`src/pkg/alarm_pkg.sv`:
```
package alarm_pkg;
   // ------------------------------------------------------------
   // Alarm register bit positions
   // ------------------------------------------------------------
   localparam int BIT_PWR   = 0;
   localparam int BIT_WDT   = 1;
   localparam int BIT_LOCK  = 2;
   localparam int BIT_MEM   = 3;
   localparam int BIT_TEMP  = 4;
   localparam int BIT_HDW   = 5;
   localparam int BIT_USRA  = 6;
   localparam int BIT_USRB  = 7;
   localparam int ALARM_W   = 8;
   localparam logic [7:0] DEV_ADDR_STD  = 8'h18;
   localparam logic [7:0] ALARM_RST     = 8'h00;
   // Command bits that clear latched alarms
   localparam logic [7:0] CMD_CLR_MASK  = 8'hcb;
   // ------------------------------------------------------------
   // Timing
   // ------------------------------------------------------------
   localparam longint CLK_HZ         = 200000000;
   localparam int     STALL_SEC_MIN  = 1;
   localparam int     STALL_SEC_MAX  = 5;
   localparam longint STALL_CYC_DFLT = CLK_HZ * STALL_SEC_MIN;
   localparam int     TMR_W          = 32;
   // Bus operation codes
   typedef enum logic [2:0] {
      OP_NONE   = 3'h0,
      OP_SENSE  = 3'h1,
      OP_READ   = 3'h2,
      OP_WRITE  = 3'h3,
      OP_CMD    = 3'h4,
      OP_ACK    = 3'h5
   } bus_op_type;
endpackage

```
`src/core/alarm_addr_match.sv`:
```
module alarm_addr_match
   import alarm_pkg::*;
(
   // Clock and reset
   input  wire logic       clk_sys,
   input  wire logic       rst_b,
   // Address
   input  wire logic [7:0] dev_switch,
   input  wire logic [7:0] bus_addr,
   input  wire logic       bus_strobe,
   // Result
   output logic            selected
);
   typedef struct packed {
      logic [7:0] addr;
   } st_type;
   st_type s_r, s_nxt;
   // ------------------------------------------------------------
   // Capture switches each cycle
   // ------------------------------------------------------------
   always_comb begin
      s_nxt      = s_r;
      s_nxt.addr = dev_switch;
   end
   always_ff @(posedge clk_sys or negedge rst_b) begin
      if (!rst_b) begin
         s_r <= '{addr: DEV_ADDR_STD};
      end else begin
         s_r <= s_nxt;
      end
   end
   assign selected = bus_strobe && (bus_addr == s_r.addr);
endmodule // alarm_addr_match

```
`src/core/stall_timer.sv`:
```
module stall_timer
   import alarm_pkg::*;
#(
   parameter logic [TMR_W-1:0] PERIOD = TMR_W'(STALL_CYC_DFLT)
)(
   // Clock and reset
   input  wire logic clk_sys,
   input  wire logic rst_b,
   // Control
   input  wire logic restart,
   input  wire logic hold,
   // Event
   output logic      expire
);
   typedef struct packed {
      logic [TMR_W-1:0] cnt;
      logic             fired;
   } st_type;
   st_type s_r, s_nxt;
   // ------------------------------------------------------------
   // Count; expire once per run until restarted
   // ------------------------------------------------------------
   always_comb begin
      s_nxt = s_r;
      if (hold || restart) begin
         s_nxt.cnt   = '0;
         s_nxt.fired = 1'b0;
      end else if (!s_r.fired) begin
         if (s_r.cnt == PERIOD - TMR_W'(1)) begin
            s_nxt.fired = 1'b1;
         end else begin
            s_nxt.cnt = s_r.cnt + TMR_W'(1);
         end
      end
   end
   always_ff @(posedge clk_sys or negedge rst_b) begin
      if (!rst_b) begin
         s_r <= '0;
      end else begin
         s_r <= s_nxt;
      end
   end
   assign expire = !hold && !restart && !s_r.fired && (s_r.cnt == PERIOD - TMR_W'(1));
endmodule // stall_timer

```
`src/core/system_alarm_stall_monitor.sv`:
```
// Operation
// - Power loss alarm sets on detector failure or hardware initialization.
// - Watchdog timeout alarm sets when the stall timer expires, except during hardware initialization.
// - Memory check alarm sets on parity error input.
// - Overtemperature alarm sets on temperature sensor input.
// - Data write with bit 6 set sets user alarm a.
// - Data write with bit 7 set sets user alarm b.
// - Each alarm sets its register bit and lights its lamp.
// - Device answers bus address from eight switches, standard 18 hex.
// - Timer expiry sets status bit 1 and interrupt queue flip-flop.
// - Stall period adjustable one to five seconds by parameter.
// - Command byte with bit 1 set restarts the stall timer.
// - Acknowledge clears queue and status bit 1, timer not restarted.
// - Stall disable holds timer and queue reset, lockout lamp, status bit 2.
// - Bit 5 is OR of power, stall, lockout and parity bits.
// - Three selects add temperature or user alarms to hardware lamp and hardware relay only.
// - Status byte bit 0 power through bit 7 user alarm b.
// - Each relay output follows its lamp, so the hardware relay also takes the three selects.
module system_alarm_stall_monitor
   import alarm_pkg::*;
#(
   parameter logic [TMR_W-1:0] STALL_CYCLES = TMR_W'(STALL_CYC_DFLT)
)(
   // Clock and reset
   input  wire logic       clk_sys,
   input  wire logic       rst_b,
   // Multiplexer bus
   input  wire logic [7:0] bus_addr,
   input  wire logic       bus_strobe,
   input  wire bus_op_type bus_op,
   input  wire logic [7:0] bus_wdata,
   output logic [7:0]      bus_rdata,
   output logic            bus_sel,
   output logic            irq_req,
   // Switches and configuration
   input  wire logic [7:0] dev_switch,
   input  wire logic       stall_disable,
   input  wire logic       hdw_sel_temp,
   input  wire logic       hdw_sel_usra,
   input  wire logic       hdw_sel_usrb,
   // Alarm sources
   input  wire logic       power_fail_in,
   input  wire logic       hw_init,
   input  wire logic       parity_err_in,
   input  wire logic       overtemp_in,
   // Indications
   output logic [7:0]      alarm_lamp,
   output logic [7:0]      relay_drv
);
   // ------------------------------------------------------------
   // State
   // ------------------------------------------------------------
   typedef struct packed {
      logic [7:0] latch;
      logic       queue;
      logic [7:0] rdata;
      logic [7:0] lamp;
   } st_type;
   st_type s_r, s_nxt;

   logic sel;
   logic expire;
   logic restart;
   logic do_cmd;
   logic do_write;
   logic do_ack;
   logic do_stat;

   // Returns the derived hardware summary for a latch image
   function automatic logic hdw_of(input logic [7:0] a);
      return a[BIT_PWR] | a[BIT_WDT] | a[BIT_LOCK] | a[BIT_MEM];
   endfunction

   // ------------------------------------------------------------
   // Address decode and timer
   // ------------------------------------------------------------
   alarm_addr_match u_addr (
      .clk_sys    (clk_sys),
      .rst_b      (rst_b),
      .dev_switch (dev_switch),
      .bus_addr   (bus_addr),
      .bus_strobe (bus_strobe),
      .selected   (sel)
   );

   assign do_cmd   = sel && (bus_op == OP_CMD);
   assign do_write = sel && (bus_op == OP_WRITE);
   assign do_ack   = sel && (bus_op == OP_ACK);
   assign do_stat  = sel && ((bus_op == OP_SENSE) || (bus_op == OP_READ));
   assign restart  = do_cmd && bus_wdata[BIT_WDT];

   stall_timer #(.PERIOD(STALL_CYCLES)) u_tmr (
      .clk_sys (clk_sys),
      .rst_b   (rst_b),
      .restart (restart),
      .hold    (stall_disable),
      .expire  (expire)
   );

   // ------------------------------------------------------------
   // Next-state logic
   // ------------------------------------------------------------
   always_comb begin
      logic [7:0] clr;
      logic [7:0] set;
      clr   = '0;
      set   = '0;
      s_nxt = s_r;
      // Clears from command byte and acknowledge
      if (do_cmd) begin
         clr = bus_wdata & CMD_CLR_MASK;
      end
      if (do_ack) begin
         clr[BIT_WDT] = 1'b1;
      end
      // Event sets; set beats clear
      set[BIT_PWR]  = power_fail_in | hw_init;
      set[BIT_WDT]  = expire;
      set[BIT_MEM]  = parity_err_in;
      set[BIT_USRA] = do_write & bus_wdata[BIT_USRA];
      set[BIT_USRB] = do_write & bus_wdata[BIT_USRB];
      s_nxt.latch = (s_r.latch & ~clr) | set;
      if (hw_init) begin
         s_nxt.latch = ALARM_RST;
         s_nxt.latch[BIT_PWR] = 1'b1;
      end
      // Live bits
      s_nxt.latch[BIT_LOCK] = stall_disable;
      s_nxt.latch[BIT_TEMP] = overtemp_in;
      s_nxt.latch[BIT_HDW]  = hdw_of(s_nxt.latch);
      // Interrupt queue
      if (stall_disable || hw_init) begin
         s_nxt.queue = 1'b0;
      end else if (expire) begin
         s_nxt.queue = 1'b1;
      end else if (do_ack) begin
         s_nxt.queue = 1'b0;
      end
      // Status byte capture
      if (do_stat) begin
         s_nxt.rdata = s_r.latch;
      end
      // Lamps follow the register; hardware lamp takes the options
      s_nxt.lamp = s_nxt.latch;
      s_nxt.lamp[BIT_HDW] = s_nxt.latch[BIT_HDW]
                          | (hdw_sel_temp & s_nxt.latch[BIT_TEMP])
                          | (hdw_sel_usra & s_nxt.latch[BIT_USRA])
                          | (hdw_sel_usrb & s_nxt.latch[BIT_USRB]);
   end

   // ------------------------------------------------------------
   // State register
   // ------------------------------------------------------------
   always_ff @(posedge clk_sys or negedge rst_b) begin
      if (!rst_b) begin
         s_r <= '0;
      end else begin
         s_r <= s_nxt;
      end
   end

   // Outputs
   assign bus_rdata  = s_r.rdata;
   assign bus_sel    = sel;
   assign irq_req    = s_r.queue;
   assign alarm_lamp = s_r.lamp;
   assign relay_drv  = s_r.lamp;
endmodule // system_alarm_stall_monitor

```
`config.mk`:
```
export PLATFORM = sky130hd
export DESIGN_NAME = system_alarm_stall_monitor
export DESIGN_NICKNAME = d
export VERILOG_FILES = /design/src/pkg/alarm_pkg.sv /design/src/core/alarm_addr_match.sv /design/src/core/stall_timer.sv /design/src/core/system_alarm_stall_monitor.sv
export SDC_FILE = /design/constraint.sdc
export NUM_CORES = 1
export LEC_CHECK = 0
export BUFFER_PORTS_ARGS = -buffer_cell sky130_fd_sc_hd__buf_2
export CORE_ASPECT_RATIO = 0.5
export CORE_MARGIN = 3
export CORE_UTILIZATION = 50
export DETAILED_ROUTE_END_ITERATION = 7
export PLACE_DENSITY_LB_ADDON = 0.25
export SYNTH_ARGS = -nofsm -noshare
export SYNTH_HDL_FRONTEND = slang
export SYNTH_SLANG_ARGS = --single-unit
export TNS_END_PERCENT = 5
```
`constraint.sdc`:
```
create_clock -name clk_sys -period 2.15 [get_ports clk_sys]
set_input_delay 0.1075 -clock clk_sys [delete_from_list [all_inputs] [get_ports clk_sys]]
set_output_delay 0.1075 -clock clk_sys [all_outputs]
set_load 0.02 [all_outputs]
```
==> reports/qor.yml, run 1 <==
status: "completed"
max_slew_margin_pct: 67.7
vdd_drop_max_mv: 0.587
holdPathEnd: "s_r[22]$_DFF_PN0_"
firstDrtPassIters: 4
die_y_um: 60.1
die_area_um2: 6870
vias: 2239
crit_chain: "xnor2_1 -> nand4_1 -> nor3_4 -> buf_4 -> nand3_1 -> a32oi_1 -> nand4_1"
drive_gt1_share_pct: 28.3
cts_tree: "built"
drv_slew: 0
ys_ff_latch: 59
fin_crit_sh_pct: 95.3
drt_iter0_drc: 131
ant_nets: 0
h-tree-depth: 3
multi_input_area_um2: 1230
setup_tns_ns: 0
wire_per_inst_um: 14.4
grt_overflow: 0
drc: 0
p_leak_nw: 1.66
worst_ep_arrival_time_ns: 2.23
postCtsSetupRepairBufs: 0
start_util_pct: 52.7
grt_max_degree: 34
clock_latency_ns: 0.32
die_w_um: 114
met3_length_um: 427
routed_wl_um: 6150
setup_slack_ns: 0.101
first_global_vias: 2210
cp-start-kind: "register"
slowest_stage: "dfstp_2"
path_delay_family: "simple AND/OR/NAND/NOR gates"
hpwl_um: 4180
cp_common_cell: "nand4_1"
grt_pass1_wl_um: 10300
hold_violations: 0
setup_viol_count_final: 0
path_class: "reg -> reg"
grt_util_all_layers_pct: 19.5
final_common_cell: "buf_2"
rr_worst_depth: 7
synth_seq_area_share_pct: 50.5
port_buffers: 60
clockBufferDepth: 2
finClkSkew_ns: 0.00510
crit_fanout: 6
endpoint_kind: "register"
path_buf_inv: 1
syn_area_um2: 2930
period_needed_ns: 2.05
fmax_mhz: 488
syn_inst: 287
ys_types: 37
dp_cells: 399
cts_num_sinks: 59
clkSlewWorstSetupHoldPaths_ns: 0.05
instances_no_fill: 426
worstMarginPinSlew_ns: 0.484
place.gp.congestion: 0.899
yosys_warnings: 0
r2r_start: "u_addr.s_r[3]$_DFF_PN1_"
insertedDiodeCount: 0
viasPerCell: 5.26
r2r_end: "alarm_lamp[5]$_DFF_PN0_"
drv_cap: 0
pre_cts_ws_ns: 0.122
min_delay_path_depth: 3
drt-met1-wl_um: 2680
power.density_nw_per_um2: 787
final_cell_mix: "buf_2, dfrtp_1, nor2_1, xor2_1, nand2_1"
area_delta_synth_final_pct: 24.2
nets: 387
fin_total_pwr_w: 0.00287
worst_ep_required_time_ns: 2.33
worstHoldStart: "parity_err_in"
seq_area_um2: 1480
utilization_pct: 65.4
synth_area_per_cell_um2: 10.2
clock-root-buffer: "clkbuf_16"
antenna_found_initial: 0
fillers: 424
syn_nets: 326
core_um2: 5560
rsz0062_at_grt: "yes"
cts_buffers: 9
maxUsedRoutingLayer: "met4"
ff2ff_setup_slack_ns: 0.10
slowest_delay_ns: 0.52
hp-class: "in -> reg"
ios: 64
row_count: 19
wl_met2_um: 2920
## timing repair
item | 4_1_cts | 5_1_grt
hold buffers | 11 | 0
resized for setup | 0 | 1
endpoints found under the hold margin | 31 | 0
endpoints found under the setup margin | 0 | 16
## power breakdown
part	total [W]	leakage, nW	switching (W)	internal [W]
sequential	0.00115	0.779	0.0000136	0.00113
clock	0.00155	0.159	0.000479	0.00107
combinational	0.000165	0.725	0.0000929	0.0000726
## cells by family after synthesis
| logic type | synth area share (%) |
|---|---|
| DFF | 50.5 |
| xor gates and xnor gates | 11.7 |
| AOI/OAI and AO/OA | 3.71 |
| buffers and inverters | 7.90 |
| adders and majority gates | 0.427 |
| and+or+nand+nor | 22.4 |
| muxes | 3.42 |
## layout make-up
type,count,area share (%)
Timing Repair Buffer,80,13.5
Multi-Input combinational cell,192,33.7
Clock inverter,4,1.99
Sequential cell,59,40.6
Inverter,6,0.619
Clock buffer,12,7.05
Tap cell,73,2.51
## through the flow
step | hold WS (ns) | cell area (um2)
after global routing | 0.0349 | 3640
after global placement | 0.100 | 3190
after detailed placement | 0.0999 | 3190
final | 0.0360 | 3640
after CTS | 0.0241 | 3630
after floorplan | -0.188 | 2930
## cell usage after synthesis (all sizes together)
master	count	area share (%)
a31oi	2	0.43
a22oi	2	0.51
buf	29	7.0
and2	2	0.43
and3	4	0.85
nand3	20	3.6
xnor2	16	4.8
ha	1	0.43
or4b	1	0.34
or3	1	0.21
nor4b	4	1.2
o211ai	1	0.26
nor2	47	6.0
mux2	8	3.1
a32oi	3	0.90
nand4	11	2.3
or2	1	0.21
a41oi	1	0.94
a2111oi	1	0.51
dfstp	2	1.8
dfrtp	57	49
xor2	23	6.9
nor4	1	0.21
and4	1	0.30
nor3b	1	0.26
nand4bb	1	0.38
mux2i	1	0.34
clkbuf	1	0.13
nor2b	1	0.21
nor3	14	2.8
nand2	20	2.6
a21oi	1	0.17
nand3b	2	0.51
inv	6	0.77
## per-layer routing
layer | GRT usage, % | vias to the layer above
li1 | - | 1075
met3 | 5.97 | 16
met2 | 31.4 | 75
met1 | 24.4 | 1073
met5 | 0 | -
met4 | 9.14 | 0
## worst max-delay path by stage
stage | start | to | slack, ns | cells after the start
after floorplan | u_addr.s_r[3]$_DFF_PN1_ | alarm_lamp[5]$_DFF_PN0_ | 0.08 | 6
after global routing | u_addr.s_r[3]$_DFF_PN1_ | alarm_lamp[5]$_DFF_PN0_ | -0.03 | 7
after global placement | u_addr.s_r[3]$_DFF_PN1_ | alarm_lamp[5]$_DFF_PN0_ | 0.17 | 7
after detailed placement | u_addr.s_r[3]$_DFF_PN1_ | alarm_lamp[5]$_DFF_PN0_ | 0.12 | 7
final | u_addr.s_r[3]$_DFF_PN1_ | alarm_lamp[5]$_DFF_PN0_ | 0.10 | 7
after CTS | u_addr.s_r[3]$_DFF_PN1_ | alarm_lamp[5]$_DFF_PN0_ | 0.11 | 7
## flip-flops by register name, indices dropped and copies added (netlist names)
register / count
bus_rdata: 8
u_tmr.s_r: 33
u_addr.s_r: 8
s_r: 1
irq_req: 1
alarm_lamp: 8
## worst register-to-register path, stage by stage (launching register included)
cell     delay, ns
dfstp_2       0.52
xnor2_1       0.11
nand4_1       0.17
nor3_4        0.33
buf_4         0.21
nand3_1       0.12
a32oi_1       0.34
nand4_1       0.12
Note: power is estimated with default switching activity, not from simulation.
==> run 2, diff against run 1 <==
--- a/config.mk
+++ b/config.mk
@@ -5,6 +5,7 @@
 export SDC_FILE = /design/constraint.sdc
 export NUM_CORES = 1
 export LEC_CHECK = 0
+export ABC_AREA = 1
 export BUFFER_PORTS_ARGS = -buffer_cell sky130_fd_sc_hd__buf_2
 export CORE_ASPECT_RATIO = 0.5
 export CORE_MARGIN = 3
==> reports/qor.yml, run 2 <==
clockBufferDepth: 2  # unchanged
postCtsSetupRepairBufs: 0  # unchanged
yosys_most_used_dff: "dfrtp_1"
synthArstFlopShare_pct: 100  # unchanged
start_util_pct: 54.5  # +1.8 points
cts_tree: "built"
grt_pass1_wl_um: 14500  # +41%
utilization_pct: 65.8  # +0.42 points
syn_inst: 453  # +58%
synth_seq_area_share_pct: 42.6  # -7.9 points
r2r_start: "u_tmr.s_r[2]$_DFFE_PN0P_"
ant_nets: 0  # unchanged
synth_common_cells: "nand2_1, dfrtp_1, inv_1"
cts_buffers: 9  # unchanged
firstDrtPassIters: 6  # +2
grt_max_degree: 25  # -26%
clock-root-buffer: "clkbuf_16"
viasPerCell: 5.35  # +1.8%
insertedDiodeCount: 0  # unchanged
fin_crit_sh_pct: 94.5  # -0.84 points
row_count: 20  # +1
power.density_nw_per_um2: 694  # -12%
largest_reg_flops: 33  # unchanged
finClkSkew_ns: 0.00767  # +0.00257 ns
pwr-share-seq_pct: 39.3  # -0.7 points
hold_violations: 0  # unchanged
max_slew_margin_pct: 64.2  # -3.5 points
synth_top_area_share_pct: 41.1  # -7.6 points
pre_cts_ws_ns: -0.0320  # -0.154 ns
drv_slew: 0  # unchanged
rr_worst_depth: 11  # +4
status: "completed"
yosys-top-cells-area: "dfrtp_1, nand2_1, inv_1"
pwr-share-clk_pct: 54.1  # about the same
clkSlewWorstSetupHoldPaths_ns: 0.05  # about the same
synth_edf_count: 0  # unchanged
wire_per_inst_um: 14.6  # +0.96%
crit_fanout: 12  # +6
p_switching_w: 0.000660  # +13%
ios: 64  # unchanged
routed_wl_um: 8860  # +44%
synth_area_leader_cell: "dfrtp_1"
clock_latency_ns: 0.34  # +0.02 ns
worst_ep_required_time_ns: 2.36  # +0.03 ns
hp-class: "in -> reg"
ys_ff_latch: 59  # unchanged
first_global_vias: 3098  # +40%
comb_power_share_pct: 6.6  # +0.8 points
ff2ff_setup_slack_ns: 0.12  # +0.02 ns
area_delta_synth_final_pct: 20.9
core_um2: 6380  # +15%
grt_overflow: 0  # unchanged
nets: 554  # +43%
r2r_end: "u_tmr.s_r[15]$_DFFE_PN0P_"
vias: 3253  # +45%
cts_num_sinks: 59  # unchanged
p_leak_nw: 1.93  # +16%
port_buffers: 60  # unchanged
antenna_found_initial: 0  # unchanged
grt_util_all_layers_pct: 23.5  # +4.0 points
largest-register: "u_tmr.s_r"
syn_area_um2: 3470  # +19%
hpwl_um: 6360  # +52%
place.gp.congestion: 0.947  # +5.4%
min_delay_path_depth: 3  # unchanged
p_int_w: 0.00225  # -1.1%
die_area_um2: 8050  # +17%
final_common_cell: "nand2_1"
rsz0062_at_grt: "yes"
die_w_um: 124  # +8.4%
endpoint_kind: "register"
h-tree-depth: 3  # unchanged
yosys_warnings: 0  # unchanged
setup_slack_ns: 0.119  # +0.0181 ns
setup_viol_count_final: 0  # unchanged
cp-start-kind: "register"
syn_nets: 492  # +51%
swShare_pct: 22.7  # +2.2 points
hold_ws_ns: 0.00942  # -0.0266 ns
worstMarginPinSlew_ns: 0.537  # +0.0526 ns
synth_most_common_cell: "nand2_1"
die_y_um: 64.9  # +8.0%
drt_iter0_drc: 184  # +40%
fmax_mhz: 492  # +0.89%
fin_total_pwr_w: 0.00291  # +1.7%
vdd_drop_max_mv: 0.367  # -37%
drv_cap: 0  # unchanged
drive_gt1_share_pct: 21.9  # -6.4 points
worstHoldStart: "power_fail_in"
holdPathEnd: "alarm_lamp[0]$_DFF_PN0_"
worst_ep_arrival_time_ns: 2.24  # about the same
drc: 0  # unchanged
period_needed_ns: 2.03  # -0.0181 ns
final_cell_mix: "nand2_1, buf_2, dfrtp_1, inv_1, nor2_1"
synth_area_per_cell_um2: 7.67  # -25%
ys_types: 35  # -5.4%
path_class: "reg -> reg"
[run 2: cell types whose count changed in the layout (fill, tap and decap cells not counted), sizes merged, moves of 4 or more]
cell   delta
nor2     +12
xor2      -9
o21ai    +22
nand4    +10
nor4b     -4
o31ai     +6
xnor2    -16
a21oi    +17
nand3     +8
nand2    +82
inv      +53
mux2      -8
and3      -4
[run 2: layout make-up]
class                   instances  area (um2)
well taps                      88         110
multi-input cells             303        1570
fillers                       527        2180
inverters                      60         225
clock buffers                  10         239
repair buffers                 82         493
clock inverters                 6        88.8
flip-flops and latches         59        1480
[run 2: critical path: stages, from the launching register on]
cell and delay (ns):
dfrtp_1 0.39, ha_1 0.22, nand2_1 0.10, nor2_4 0.13
nand3_2 0.13, nor2_4 0.14, nand2_2 0.09, nor2_2 0.18
nor2_4 0.11, nor2_4 0.23, o21a_1 0.15, nor2_1 0.04
[run 2: kinds of logic after synthesis]
kind of cell	share of synthesized area (%)
buffers and inverters	12.8
flip-flops	42.6
XOR/XNOR	3.53
AND/OR/NAND/NOR	31.9
AO/OA/AOI/OAI	8.79
adder cells (fa/ha/maj)	0.360
[run 2: power by group through the flow]
stage / logic, W / clock network, W / registers, W
after detailed placement: 0.000176 / 0 / 0.00116
after global placement: 0.000173 / 0 / 0.00116
final: 0.000192 / 0.00158 / 0.00115
after floorplan: 0.0000970 / 0 / 0.00116
after CTS: 0.000193 / 0.00159 / 0.00115
after global routing: 0.000216 / 0.00164 / 0.00115
[run 2: layer usage]
layer  part of all wire, %  vias to the layer above  GRT usage, %
met5                     0                        -             0
met4                   2.8                        0          10.5
met3                   7.3                       31          6.10
met2                    45                      124          38.8
met1                    45                     1523          29.0
li1                      -                     1575             -
[run 2: worst max-delay path by stage]
| stage | start | end | slack (ns) | cells past startpoint |
|---|---|---|---|---|
| finish | u_tmr.s_r[2]$_DFFE_PN0P_ | u_tmr.s_r[15]$_DFFE_PN0P_ | 0.12 | 11 |
| global route | u_tmr.s_r[2]$_DFFE_PN0P_ | u_tmr.s_r[23]$_DFFE_PN0P_ | -0.01 | 9 |
| CTS | u_tmr.s_r[2]$_DFFE_PN0P_ | u_tmr.s_r[15]$_DFFE_PN0P_ | 0.11 | 11 |
| detailed placement | u_tmr.s_r[2]$_DFFE_PN0P_ | u_tmr.s_r[20]$_DFFE_PN0P_ | -0.03 | 11 |
| global placement | u_tmr.s_r[2]$_DFFE_PN0P_ | u_tmr.s_r[20]$_DFFE_PN0P_ | 0.02 | 11 |
| floorplan | u_addr.s_r[3]$_DFF_PN1_ | bus_rdata[2]$_DFFE_PN0P_ | 0.31 | 10 |
[run 2: per-stage QoR]
stage	TNS, ns	instance area [um2]	std cells
floorplan	0	3470	453
global placement	0	3750	581
detailed placement	-0.0320	3750	581
CTS	0	4190	608
global route	-0.0120	4200	608
finish	0	4200	608
[run 2: timing repair]
item | CTS | global route
endpoints found under the setup margin | 1 | 7
hold buffers | 11 | 0
pin swaps | 0 | 1
resized for setup | 1 | 3
cloned | 0 | 0
hold endpoints to repair | 32 | 0
